[src/atc_params.svh]
`ifndef ATC_PARAMS_SVH
`define ATC_PARAMS_SVH
// ------------------------------------------------------------
// Register offsets
// ------------------------------------------------------------
`define ATC_REG_CTRL 8'h00
`define ATC_REG_TRIG 8'h04
`define ATC_REG_LEVEL 8'h08
`define ATC_REG_MEMSZ 8'h0C
`define ATC_REG_SEGSZ 8'h10
`define ATC_REG_PRE 8'h14
`define ATC_REG_DELAY 8'h18
`define ATC_REG_STATUS 8'h1C
`define ATC_REG_TS_LO 8'h20
`define ATC_REG_TS_HI 8'h24
`define ATC_REG_TSCNT 8'h28
`define ATC_REG_CMD 8'h2C
// ------------------------------------------------------------
// Field positions
// ------------------------------------------------------------
`define ATC_CTRL_MODE_LSB 0
`define ATC_CTRL_SEGMENTED 2
`define ATC_CTRL_FREE_RUN 3
`define ATC_CTRL_IRQ_EN 4
`define ATC_CTRL_TS_LSB 5
`define ATC_TRIG_LEVEL_SEL 0
`define ATC_TRIG_FALLING 1
`define ATC_TRIG_CHAN 2
`define ATC_CMD_TERMINATE 0
`define ATC_CMD_CLR_FULL 1
`define ATC_CMD_TS_POP 2
// ------------------------------------------------------------
// Sizes and reset values
// ------------------------------------------------------------
`define ATC_HIST_DEPTH 16
`define ATC_HIST_AW 4
`define ATC_TS_DEPTH 16
`define ATC_TS_AW 4
`define ATC_BYTES_PER_WORD 8
`define ATC_MEMSZ_RESET 30'h00000001
`define ATC_SEGSZ_RESET 30'h00000001
`endif

[src/atc_pkg.sv]
package atc_pkg;
  typedef enum logic [1:0] {
    ATC_STANDBY = 2'b00,
    ATC_RAM_ACQ = 2'b01,
    ATC_BUF_ACQ = 2'b10,
    ATC_SP_ACQ = 2'b11
  } atc_mode_type;
  typedef enum logic [1:0] {
    ATC_TS_OFF = 2'b00,
    ATC_TS_SEGMENT = 2'b01,
    ATC_TS_EXT_TRIG = 2'b10,
    ATC_TS_DIO = 2'b11
  } atc_ts_mode_type;
  typedef struct packed {
    logic valid;
    logic [13:0] ch0;
    logic [13:0] ch1;
  } atc_sample_type;
  typedef struct packed {
    logic valid;
    logic [27:0] data;
  } atc_store_type;
  typedef struct packed {
    logic [7:0] addr;
    logic [31:0] wdata;
    logic wr;
    logic rd;
  } atc_bus_type;
endpackage

[src/atc_acq_ctrl.sv]
// How it works
// - External trigger fires on a software-chosen rising or falling edge.
// - Level trigger: selected channel crossing threshold, up or down.
// - Post-trigger mode: one trigger, then fill the whole active memory.
// - Segmented mode: each segment waits for its own new trigger.
// - Memory full sets a readable flag and, if enabled, an interrupt.
// - Free-run streaming ignores memory size until terminate command.
// - In segmented mode each valid trigger captures segment-size samples, or fewer when memory fills mid-segment.
// - A sample history lets pre-trigger samples be stored.
// - Trigger-delay samples after the trigger are discarded.
// - Timestamp is an unsigned 64-bit count of clock ticks.
// - Leaving standby clears the stamp counter, then it counts each cycle.
// - Stamps go into a FIFO, readable during and after capture, until its 16 entries fill.
// - Segment stamp mode stamps the start of each segment.
// - External-trigger stamp mode stamps each external trigger pulse.
// - Digital-pulse stamp mode stamps each digital I/O pulse.
// - Buffered streaming works with post-trigger or segmented modes.
// - Standby captures and moves nothing; leaving it starts acquisition.
`timescale 1ns/1ps
`default_nettype none
`include "atc_params.svh"
module atc_acq_ctrl (
  // Clock and reset
  input wire logic ref_clk,
  input wire logic rst_b,
  // Register port
  input wire atc_pkg::atc_bus_type bus,
  output logic [31:0] rdata,
  // Event inputs
  input wire logic ext_trig,
  input wire logic dio_pulse,
  input wire atc_pkg::atc_sample_type sample,
  // Sample store, interrupt and busy outputs
  output atc_pkg::atc_store_type store,
  output logic mem_full_irq,
  output logic acq_busy
);
  import atc_pkg::*;

  // ------------------------------------------------------------
  // Configuration registers
  // ------------------------------------------------------------
  atc_mode_type mode;
  atc_ts_mode_type ts_mode;
  logic segmented;
  logic free_run;
  logic irq_en;
  logic level_sel;
  logic falling;
  logic chan_sel;
  logic [13:0] level;
  logic [29:0] mem_words;
  logic [29:0] seg_words;
  logic [`ATC_HIST_AW-1:0] pre_count;
  logic [31:0] delay_count;
  logic mem_full;
  logic terminated;

  function automatic logic hit(input logic [7:0] off);
    hit = (bus.addr == off);
  endfunction

  logic wr_cmd;
  logic done_evt;
  assign wr_cmd = bus.wr && hit(`ATC_REG_CMD);

  always_ff @(posedge ref_clk or negedge rst_b) begin
    if (!rst_b) begin
      mode <= ATC_STANDBY;
      ts_mode <= ATC_TS_OFF;
      segmented <= 1'b0;
      free_run <= 1'b0;
      irq_en <= 1'b0;
    end else if (bus.wr && hit(`ATC_REG_CTRL)) begin
      mode <= atc_mode_type'(bus.wdata[`ATC_CTRL_MODE_LSB +: 2]);
      segmented <= bus.wdata[`ATC_CTRL_SEGMENTED];
      free_run <= bus.wdata[`ATC_CTRL_FREE_RUN];
      irq_en <= bus.wdata[`ATC_CTRL_IRQ_EN];
      ts_mode <= atc_ts_mode_type'(bus.wdata[`ATC_CTRL_TS_LSB +: 2]);
    end else if (done_evt) begin
      mode <= ATC_STANDBY;
    end
  end

  always_ff @(posedge ref_clk or negedge rst_b) begin
    if (!rst_b) begin
      level_sel <= 1'b0;
      falling <= 1'b0;
      chan_sel <= 1'b0;
      level <= 14'h0000;
      mem_words <= `ATC_MEMSZ_RESET;
      seg_words <= `ATC_SEGSZ_RESET;
      pre_count <= '0;
      delay_count <= 32'h00000000;
    end else if (bus.wr) begin
      if (hit(`ATC_REG_TRIG)) begin
        level_sel <= bus.wdata[`ATC_TRIG_LEVEL_SEL];
        falling <= bus.wdata[`ATC_TRIG_FALLING];
        chan_sel <= bus.wdata[`ATC_TRIG_CHAN];
      end
      if (hit(`ATC_REG_LEVEL)) level <= bus.wdata[13:0];
      // Size in bytes; the low three bits fall away as 8-byte steps
      if (hit(`ATC_REG_MEMSZ)) mem_words <= bus.wdata[31:2] >> 1;
      if (hit(`ATC_REG_SEGSZ)) seg_words <= bus.wdata[29:0];
      if (hit(`ATC_REG_PRE)) pre_count <= bus.wdata[`ATC_HIST_AW-1:0];
      if (hit(`ATC_REG_DELAY)) delay_count <= bus.wdata;
    end
  end

  // ------------------------------------------------------------
  // Trigger detection
  // ------------------------------------------------------------
  logic ext_prev;
  logic above_prev;
  logic dio_prev;
  logic [13:0] chan_val;
  logic above;
  logic ext_edge;
  logic lvl_edge;
  logic trig_evt;
  logic ext_pulse;
  logic dio_evt;
  assign chan_val = chan_sel ? sample.ch1 : sample.ch0;
  assign above = chan_val >= level;
  always_ff @(posedge ref_clk or negedge rst_b) begin
    if (!rst_b) begin
      ext_prev <= 1'b0;
      dio_prev <= 1'b0;
      above_prev <= 1'b0;
    end else begin
      ext_prev <= ext_trig;
      dio_prev <= dio_pulse;
      if (sample.valid) above_prev <= above;
    end
  end
  assign ext_pulse = ext_trig && !ext_prev;
  assign ext_edge = falling ? (!ext_trig && ext_prev) : ext_pulse;
  assign lvl_edge = sample.valid &&
                    (falling ? (!above && above_prev)
                             : (above && !above_prev));
  assign dio_evt = dio_pulse && !dio_prev;
  assign trig_evt = level_sel ? lvl_edge : ext_edge;

  // ------------------------------------------------------------
  // Acquisition sequencer
  // ------------------------------------------------------------
  typedef enum logic [1:0] {
    ATC_IDLE = 2'b00,
    ATC_ARMED = 2'b01,
    ATC_DELAY = 2'b10,
    ATC_CAPTURE = 2'b11
  } atc_seq_type;
  atc_seq_type seq;
  atc_mode_type mode_prev;
  logic start_evt;
  logic running;
  logic [31:0] delay_left;
  logic [29:0] seg_left;
  logic [29:0] mem_left;
  logic [`ATC_HIST_AW-1:0] lag;
  logic take;
  logic last_word;
  logic seg_start;
  logic [27:0] hist_out;

  assign running = (mode != ATC_STANDBY);
  assign start_evt = running && (mode_prev == ATC_STANDBY);
  assign take = (seq == ATC_CAPTURE) && sample.valid;
  assign last_word = take && !free_run && (mem_left == 30'h00000001);
  assign done_evt = last_word || (wr_cmd && bus.wdata[`ATC_CMD_TERMINATE]);

  always_ff @(posedge ref_clk or negedge rst_b) begin
    if (!rst_b) begin
      mode_prev <= ATC_STANDBY;
    end else begin
      mode_prev <= mode;
    end
  end

  always_ff @(posedge ref_clk or negedge rst_b) begin
    if (!rst_b) begin
      seq <= ATC_IDLE;
      delay_left <= 32'h00000000;
      seg_left <= 30'h00000000;
      mem_left <= 30'h00000000;
      lag <= '0;
      seg_start <= 1'b0;
    end else begin
      seg_start <= 1'b0;
      unique case (seq)
        ATC_IDLE: begin
          if (start_evt) begin
            seq <= ATC_ARMED;
            mem_left <= mem_words;
          end
        end
        ATC_ARMED: begin
          // Only armed state listens, so captures are never re-triggered
          if (!running) begin
            seq <= ATC_IDLE;
          end else if (trig_evt) begin
            seg_left <= seg_words;
            seg_start <= 1'b1;
            lag <= pre_count;
            delay_left <= delay_count;
            seq <= (delay_count == 32'h00000000) ? ATC_CAPTURE
                                                 : ATC_DELAY;
          end
        end
        ATC_DELAY: begin
          if (!running) begin
            seq <= ATC_IDLE;
          end else if (sample.valid) begin
            delay_left <= delay_left - 32'h00000001;
            if (delay_left == 32'h00000001) seq <= ATC_CAPTURE;
          end
        end
        ATC_CAPTURE: begin
          if (!running || done_evt) begin
            seq <= ATC_IDLE;
          end else if (take) begin
            mem_left <= mem_left - 30'h00000001;
            seg_left <= seg_left - 30'h00000001;
            // Segments end back in armed; post-trigger runs to the end
            if (segmented && seg_left == 30'h00000001) begin
              seq <= ATC_ARMED;
            end
          end
        end
      endcase
    end
  end

  atc_history u_history (
    .ref_clk(ref_clk),
    .rst_b(rst_b),
    .push(sample.valid),
    .din({sample.ch0, sample.ch1}),
    .lag(lag),
    .dout(hist_out)
  );

  // Same path for RAM and buffered streaming modes
  always_ff @(posedge ref_clk or negedge rst_b) begin
    if (!rst_b) begin
      store <= '0;
      acq_busy <= 1'b0;
    end else begin
      store.valid <= take;
      store.data <= hist_out;
      acq_busy <= running;
    end
  end

  // ------------------------------------------------------------
  // Memory full flag
  // ------------------------------------------------------------
  always_ff @(posedge ref_clk or negedge rst_b) begin
    if (!rst_b) begin
      mem_full <= 1'b0;
      terminated <= 1'b0;
    end else begin
      if (last_word) begin
        mem_full <= 1'b1;
      end else if (wr_cmd && bus.wdata[`ATC_CMD_CLR_FULL]) begin
        mem_full <= 1'b0;
      end
      if (done_evt && !last_word) terminated <= 1'b1;
      else if (start_evt) terminated <= 1'b0;
    end
  end
  always_ff @(posedge ref_clk or negedge rst_b) begin
    if (!rst_b) begin
      mem_full_irq <= 1'b0;
    end else begin
      mem_full_irq <= irq_en && (mem_full || last_word);
    end
  end

  // ------------------------------------------------------------
  // Timestamps
  // ------------------------------------------------------------
  logic [63:0] ts_cnt;
  logic ts_push;
  logic ts_pop;
  logic [63:0] ts_head;
  logic [`ATC_TS_AW:0] ts_count;
  always_ff @(posedge ref_clk or negedge rst_b) begin
    if (!rst_b) begin
      ts_cnt <= 64'h0000000000000000;
    end else if (start_evt) begin
      ts_cnt <= 64'h0000000000000000;
    end else if (running) begin
      ts_cnt <= ts_cnt + 64'h0000000000000001;
    end
  end
  always_comb begin
    ts_push = 1'b0;
    if (running) begin
      unique case (ts_mode)
        ATC_TS_OFF: ts_push = 1'b0;
        ATC_TS_SEGMENT: ts_push = seg_start && segmented;
        ATC_TS_EXT_TRIG: ts_push = ext_pulse;
        ATC_TS_DIO: ts_push = dio_evt;
      endcase
    end
  end
  assign ts_pop = wr_cmd && bus.wdata[`ATC_CMD_TS_POP];

  atc_ts_fifo u_ts_fifo (
    .ref_clk(ref_clk),
    .rst_b(rst_b),
    .push(ts_push),
    .din(ts_cnt),
    .pop(ts_pop),
    .flush(start_evt),
    .dout(ts_head),
    .count(ts_count)
  );

  // ------------------------------------------------------------
  // Read port
  // ------------------------------------------------------------
  always_ff @(posedge ref_clk or negedge rst_b) begin
    if (!rst_b) begin
      rdata <= 32'h00000000;
    end else if (bus.rd) begin
      unique case (bus.addr)
        `ATC_REG_CTRL: rdata <= {25'h0000000, ts_mode, irq_en, free_run,
                                 segmented, mode};
        `ATC_REG_TRIG: rdata <= {29'h00000000, chan_sel, falling, level_sel};
        `ATC_REG_LEVEL: rdata <= {18'h00000, level};
        `ATC_REG_MEMSZ: rdata <= {mem_words[28:0], 3'h0};
        `ATC_REG_SEGSZ: rdata <= {2'h0, seg_words};
        `ATC_REG_PRE: rdata <= {28'h0000000, pre_count};
        `ATC_REG_DELAY: rdata <= delay_count;
        `ATC_REG_STATUS: rdata <= {25'h0000000, terminated, seq, running,
                                   mem_full, ts_count != '0, acq_busy};
        `ATC_REG_TS_LO: rdata <= ts_head[31:0];
        `ATC_REG_TS_HI: rdata <= ts_head[63:32];
        `ATC_REG_TSCNT: rdata <= {27'h0000000, ts_count};
        default: rdata <= 32'h00000000;
      endcase
    end else begin
      rdata <= 32'h00000000;
    end
  end
endmodule
`default_nettype wire

[src/atc_history.sv]
`timescale 1ns/1ps
`default_nettype none
`include "atc_params.svh"
module atc_history (
  // Clock and reset
  input wire logic ref_clk,
  input wire logic rst_b,
  // Sample input and readback delay
  input wire logic push,
  input wire logic [27:0] din,
  input wire logic [`ATC_HIST_AW-1:0] lag,
  // Delayed sample
  output logic [27:0] dout
);
  import atc_pkg::*;
  logic [27:0] mem [`ATC_HIST_DEPTH];
  logic [`ATC_HIST_AW-1:0] wptr;
  always_ff @(posedge ref_clk or negedge rst_b) begin
    if (!rst_b) begin
      wptr <= '0;
    end else if (push) begin
      wptr <= wptr + 1'b1;
    end
  end
  always_ff @(posedge ref_clk) begin
    if (push) begin
      mem[wptr] <= din;
    end
  end
  // Lag 0 is the live sample; the window is limited to the depth
  assign dout = (lag == '0) ? din : mem[wptr - lag];
endmodule
`default_nettype wire

[src/atc_ts_fifo.sv]
`timescale 1ns/1ps
`default_nettype none
`include "atc_params.svh"
module atc_ts_fifo (
  // Clock and reset
  input wire logic ref_clk,
  input wire logic rst_b,
  // Fill side
  input wire logic push,
  input wire logic [63:0] din,
  // Drain side
  input wire logic pop,
  input wire logic flush,
  output logic [63:0] dout,
  output logic [`ATC_TS_AW:0] count
);
  import atc_pkg::*;
  logic [63:0] mem [`ATC_TS_DEPTH];
  logic [`ATC_TS_AW-1:0] wptr;
  logic [`ATC_TS_AW-1:0] rptr;
  logic do_push;
  logic do_pop;
  // A full FIFO drops new stamps rather than overwrite unread ones
  assign do_push = push && (count != `ATC_TS_DEPTH);
  assign do_pop = pop && (count != '0);
  always_ff @(posedge ref_clk or negedge rst_b) begin
    if (!rst_b) begin
      wptr <= '0;
      rptr <= '0;
      count <= '0;
    end else if (flush) begin
      wptr <= '0;
      rptr <= '0;
      count <= '0;
    end else begin
      if (do_push) wptr <= wptr + 1'b1;
      if (do_pop) rptr <= rptr + 1'b1;
      if (do_push && !do_pop) count <= count + 1'b1;
      else if (do_pop && !do_push) count <= count - 1'b1;
    end
  end
  always_ff @(posedge ref_clk) begin
    if (do_push) mem[wptr] <= din;
  end
  assign dout = mem[rptr];
endmodule
`default_nettype wire
[config.mk]
export PLATFORM = sky130hd
export DESIGN_NAME = atc_acq_ctrl
export DESIGN_NICKNAME = d
export VERILOG_FILES = /design/src/atc_pkg.sv /design/src/atc_acq_ctrl.sv /design/src/atc_history.sv /design/src/atc_ts_fifo.sv
export VERILOG_INCLUDE_DIRS = /design/src
export SDC_FILE = /design/constraint.sdc
export NUM_CORES = 2
export LEC_CHECK = 0
export BUFFER_PORTS_ARGS = -buffer_cell sky130_fd_sc_hd__clkbuf_2
export CAP_MARGIN = 10
export CORE_MARGIN = 2
export CORE_UTILIZATION = 66
export CTS_CLUSTER_SIZE = 28
export DETAILED_ROUTE_END_ITERATION = 12
export PLACE_DENSITY_LB_ADDON = 0.12
export SYNTH_ARGS = -nofsm -noshare
export SYNTH_HDL_FRONTEND = slang
export SYNTH_HIERARCHICAL = 1
export SYNTH_SLANG_ARGS = --single-unit
export TNS_END_PERCENT = 5
[constraint.sdc]
create_clock -name ref_clk -period 17.1 [get_ports ref_clk]
set_clock_uncertainty 0.1 [all_clocks]
set_input_delay 3.42 -clock ref_clk [delete_from_list [all_inputs] [get_ports ref_clk]]
set_output_delay 3.42 -clock ref_clk [all_outputs]
set_load 0.05 [all_outputs]
==> qor.csv <==
stage,metric,value,unit
cells_and_area,nNetsFinal,4383,
route,drt_drc_violations_left,0,
die,coreArea,112000,um^2
synthesis,synthSimpleGateAreaFrac,4.72,%
run,drv_cap,0,
clock_tree,postCtsSetupRepairBufs,0,
pwr,pwr-share-clk,38.3,%
synthesis,syn_inst,4092,
timing,max_slew.worst_pin.slew,1.26,ns
synthesis,synth_seq_cells,1841,
worst_setup_path,critPathKind,in2reg,
route,drt_iter0_drc,5343,
pwr,power_leakage,29.4,nW
placement,place_hpwl,109,mm
pwr,swShare,24.4,%
pwr,power.density,124,nW/um^2
placement,port_buffers,137,
synthesis,ys.flop_type,edfxtp_1,
worst_setup_path,start_kind,primary input,
die,design.die.area,116000,um^2
grt,grt_max_degree,136,
placement,dpl.cell_count,5591,
pwr,p_total,10.3,mW
synthesis,synthArstFlopShare,20.0,%
placement,gp_congestion,0.953,
synthesis,synth.avg_cell_area,18.2,um^2
route,vias_per_cell,6.97,
synthesis,synth.area.top_cells,"edfxtp_1 (59%), mux4_2 (13%), dfrtp_1 (12%)",
grt,grt_antenna_before_repair,11,
pwr,p_int,7.79,mW
worst_setup_path,critPathRequiredTime,17.40,ns
route,drt_wl_total,187,mm
timing,hold_viol,0,
cells_and_area,drive_gt1_share,25.5,%
clock_tree,clock_latency,0.81,ns
die,die_y,340,um
clock_tree,cts-buffers-inserted,176,
timing,rsz0062_at_grt,false,
synthesis,ys_warn_count,6,
synthesis,synth_nets,4206,
die,initial_core_util,66.5,%
cells_and_area,synthToLayoutAreaGrowth,11.0,%
timing,final-setup-viol-count,0,
clock_tree,cts_hold_buf,0,
synthesis,synth_seq_area_share,71.6,%
route,vias,41295,
cells_and_area,final_common_cell,edfxtp_1,
grt,grt_pass1_wl,277,mm
cells_and_area,fin_cells,5923,
grt,grt_pass1_vias,41199,
synthesis,synth_top_area_share,59.2,%
synthesis,yosysTopAreaCell,edfxtp_1,
timing,slew_viol_final,0,
clock_tree,clockBufferDepth,3,
pwr,p_comb_share,11.6,%
die,rows,123,
synthesis,synthXorXnorAreaFrac,0.739,%
timing,relSlewSlack,16.2,%
timing,tns,0,ns
timing,fmax,153,MHz
clock_tree,path_clk_slew,0.06,ns
synthesis,synth_top_family_by_area,multiplexers,
die,fp.dieW,340,um
synthesis,mappedNetlistArea,74700,um^2
grt,gr-total-overflow,0,
pwr,pwr-share-seq,50.2,%
pwr,ir_drop,0.000111,V
synthesis,synth_compound_area_share,4.83,%
pwr,p_sw,2.52,mW
worst_setup_path,cp.arrival,6.84,ns
timing,post-route-period-util,38.3,%
clock_tree,ctsResizeCount,0,
route,wl_per_cell,31.6,um
worst_setup_path,worst-path-max-fanout,56,
worst_setup_path,setup.worst_path.end_class,register,
synthesis,synth_cell_types,91,
synthesis,synth_edf_count,1472,
cells_and_area,utilization,73.8,%
clock_tree,h-tree-depth,4,
clock_tree,cts_tree,built,
synthesis,yosys-mux-area-fraction,15.7,%
route,drt-pass1-iter-count,8,
timing,finalCriticalPeriod,6.55,ns
cells_and_area,nFillCells,6514,
grt,grt_usage,33.0,%
cells_and_area,final_cell_mix,"edfxtp_1 (1472), mux4_2 (431), dfrtp_1 (363)",
clock_tree,root_buffer,clkbuf_16,
die,io_pins,138,
clock_tree,cts_sinks,1841,
worst_hold_path,min_path_type,reg2reg,
route,drtAntennaViolNets,0,
synthesis,synth_fa_ha_area_share,0.674,%
outcome,outcome,"complete, no violations",
[registers in the layout, indices dropped and copies added, names as in the netlist, 4 cells and up]
signal and count:
u_ts_fifo/mem 1024, mem_words 29, u_ts_fifo/wptr 4, u_ts_fifo/count 5
u_history/mem 448, seg_words 30, seg_left 30, lag 4
delay_count 32, u_ts_fifo/rptr 4, delay_left 32, store 29
level 14, u_history/wptr 4, mem_left 30, ts_cnt 64
rdata 32, pre_count 4
[cells in the mapped netlist, types with 13 or more instances]
cell type and number:
edfxtp_1 1472, mux4_2 431, dfrtp_1 367, nor2_1 211, nand2_1 197, mux2_2 120
clkbuf_1 115, o21ai_0 109, a21oi_1 106, a22oi_1 80, nand3_1 72, nor3_1 65
mux2i_1 61, a31oi_1 55, inv_1 50, nor4_1 39, ha_1 37, nand4_1 33
xor2_1 32, xnor2_1 31, buf_2 30, buf_1 29, buf_6 27, a221oi_2 20
o22ai_1 18, or3_1 18, and3_1 16, nand2b_1 16, a221oi_1 15, buf_4 15
o22a_1 14, a22o_1 13, and2_1 13
[critical path: stages]
cell	delay, ns
clkbuf_2	0.11
nand2b_1	0.09
nor2b_1	0.14
nor4_1	0.31
buf_4	0.23
a21boi_1	0.57
nand2_1	0.37
nor3_2	0.61
buf_4	0.86
[cell type report]
type                    count  area [um^2]  share of cell area [%]
repair buffers            218         1330                    1.60
diodes                      2         5.00                 0.00604
clock inverters            97         1060                    1.28
clock buffers             233         4800                    5.79
flip-flops and latches   1841        53500                    64.5
multi-input cells        1980        20200                    24.4
well taps                1500         1880                    2.26
inverters                  52          195                   0.235
[final timing paths]
path	from	endpoint	slack, ns	cells past startpoint
min in group asynchronous	rst_b	store[11]$_DFF_PN0_	2.55	1
max reg2reg	u_ts_fifo/rptr[1]$_DFFE_PN0P_	rdata[12]$_DFF_PN0_	12.42	7
max	ext_trig	u_ts_fifo/mem[2][15]$_DFFE_PP_	10.55	9
min reg2reg	mode[1]$_DFFE_PN0P_	mode_prev[1]$_DFF_PN0_	0.35	0
max in group asynchronous	rst_b	ts_cnt[59]$_DFFE_PN0P_	11.69	3
min	mode[1]$_DFFE_PN0P_	mode_prev[1]$_DFF_PN0_	0.35	0
[layer usage]
metal / part of all wire (%) / up-vias / GRT usage [%]
li1: - / 16931 / -
met5: 0.045 / - / 0
met4: 3.6 / 14 / 11.7
met1: 38 / 21561 / 47.8
met3: 10 / 383 / 6.15
met2: 48 / 2406 / 51.6
[power by group through the flow]
stage / clock (mW) / combinational [mW] / sequential, mW
2_1_floorplan: 0 / 0.879 / 5.22
4_1_cts: 3.99 / 1.20 / 5.17
6_report: 3.94 / 1.19 / 5.17
3_5_place_dp: 0 / 1.19 / 5.25
5_1_grt: 4.17 / 1.28 / 5.19
3_3_place_gp: 0 / 1.17 / 5.24
[cell families after synthesis]
kind of cell	after synthesis
AO/OA/AOI/OAI	529
XOR/XNOR	63
adder cells (fa/ha/maj)	39
buffers and inverters	271
flip-flops	1841
multiplexers	613
AND/OR/NAND/NOR	736
[stage by stage]
step | setup WS [ns] | hold slack [ns] | cell area [um^2]
CTS | 10.60 | 0.356 | 82900
detailed placement | 9.81 | 0.333 | 77100
finish | 10.55 | 0.352 | 82900
global placement | 9.84 | 0.331 | 77100
floorplan | 7.38 | 0.295 | 74700
global route | 10.41 | 0.369 | 82900
Power figures use the tool's default switching activity.
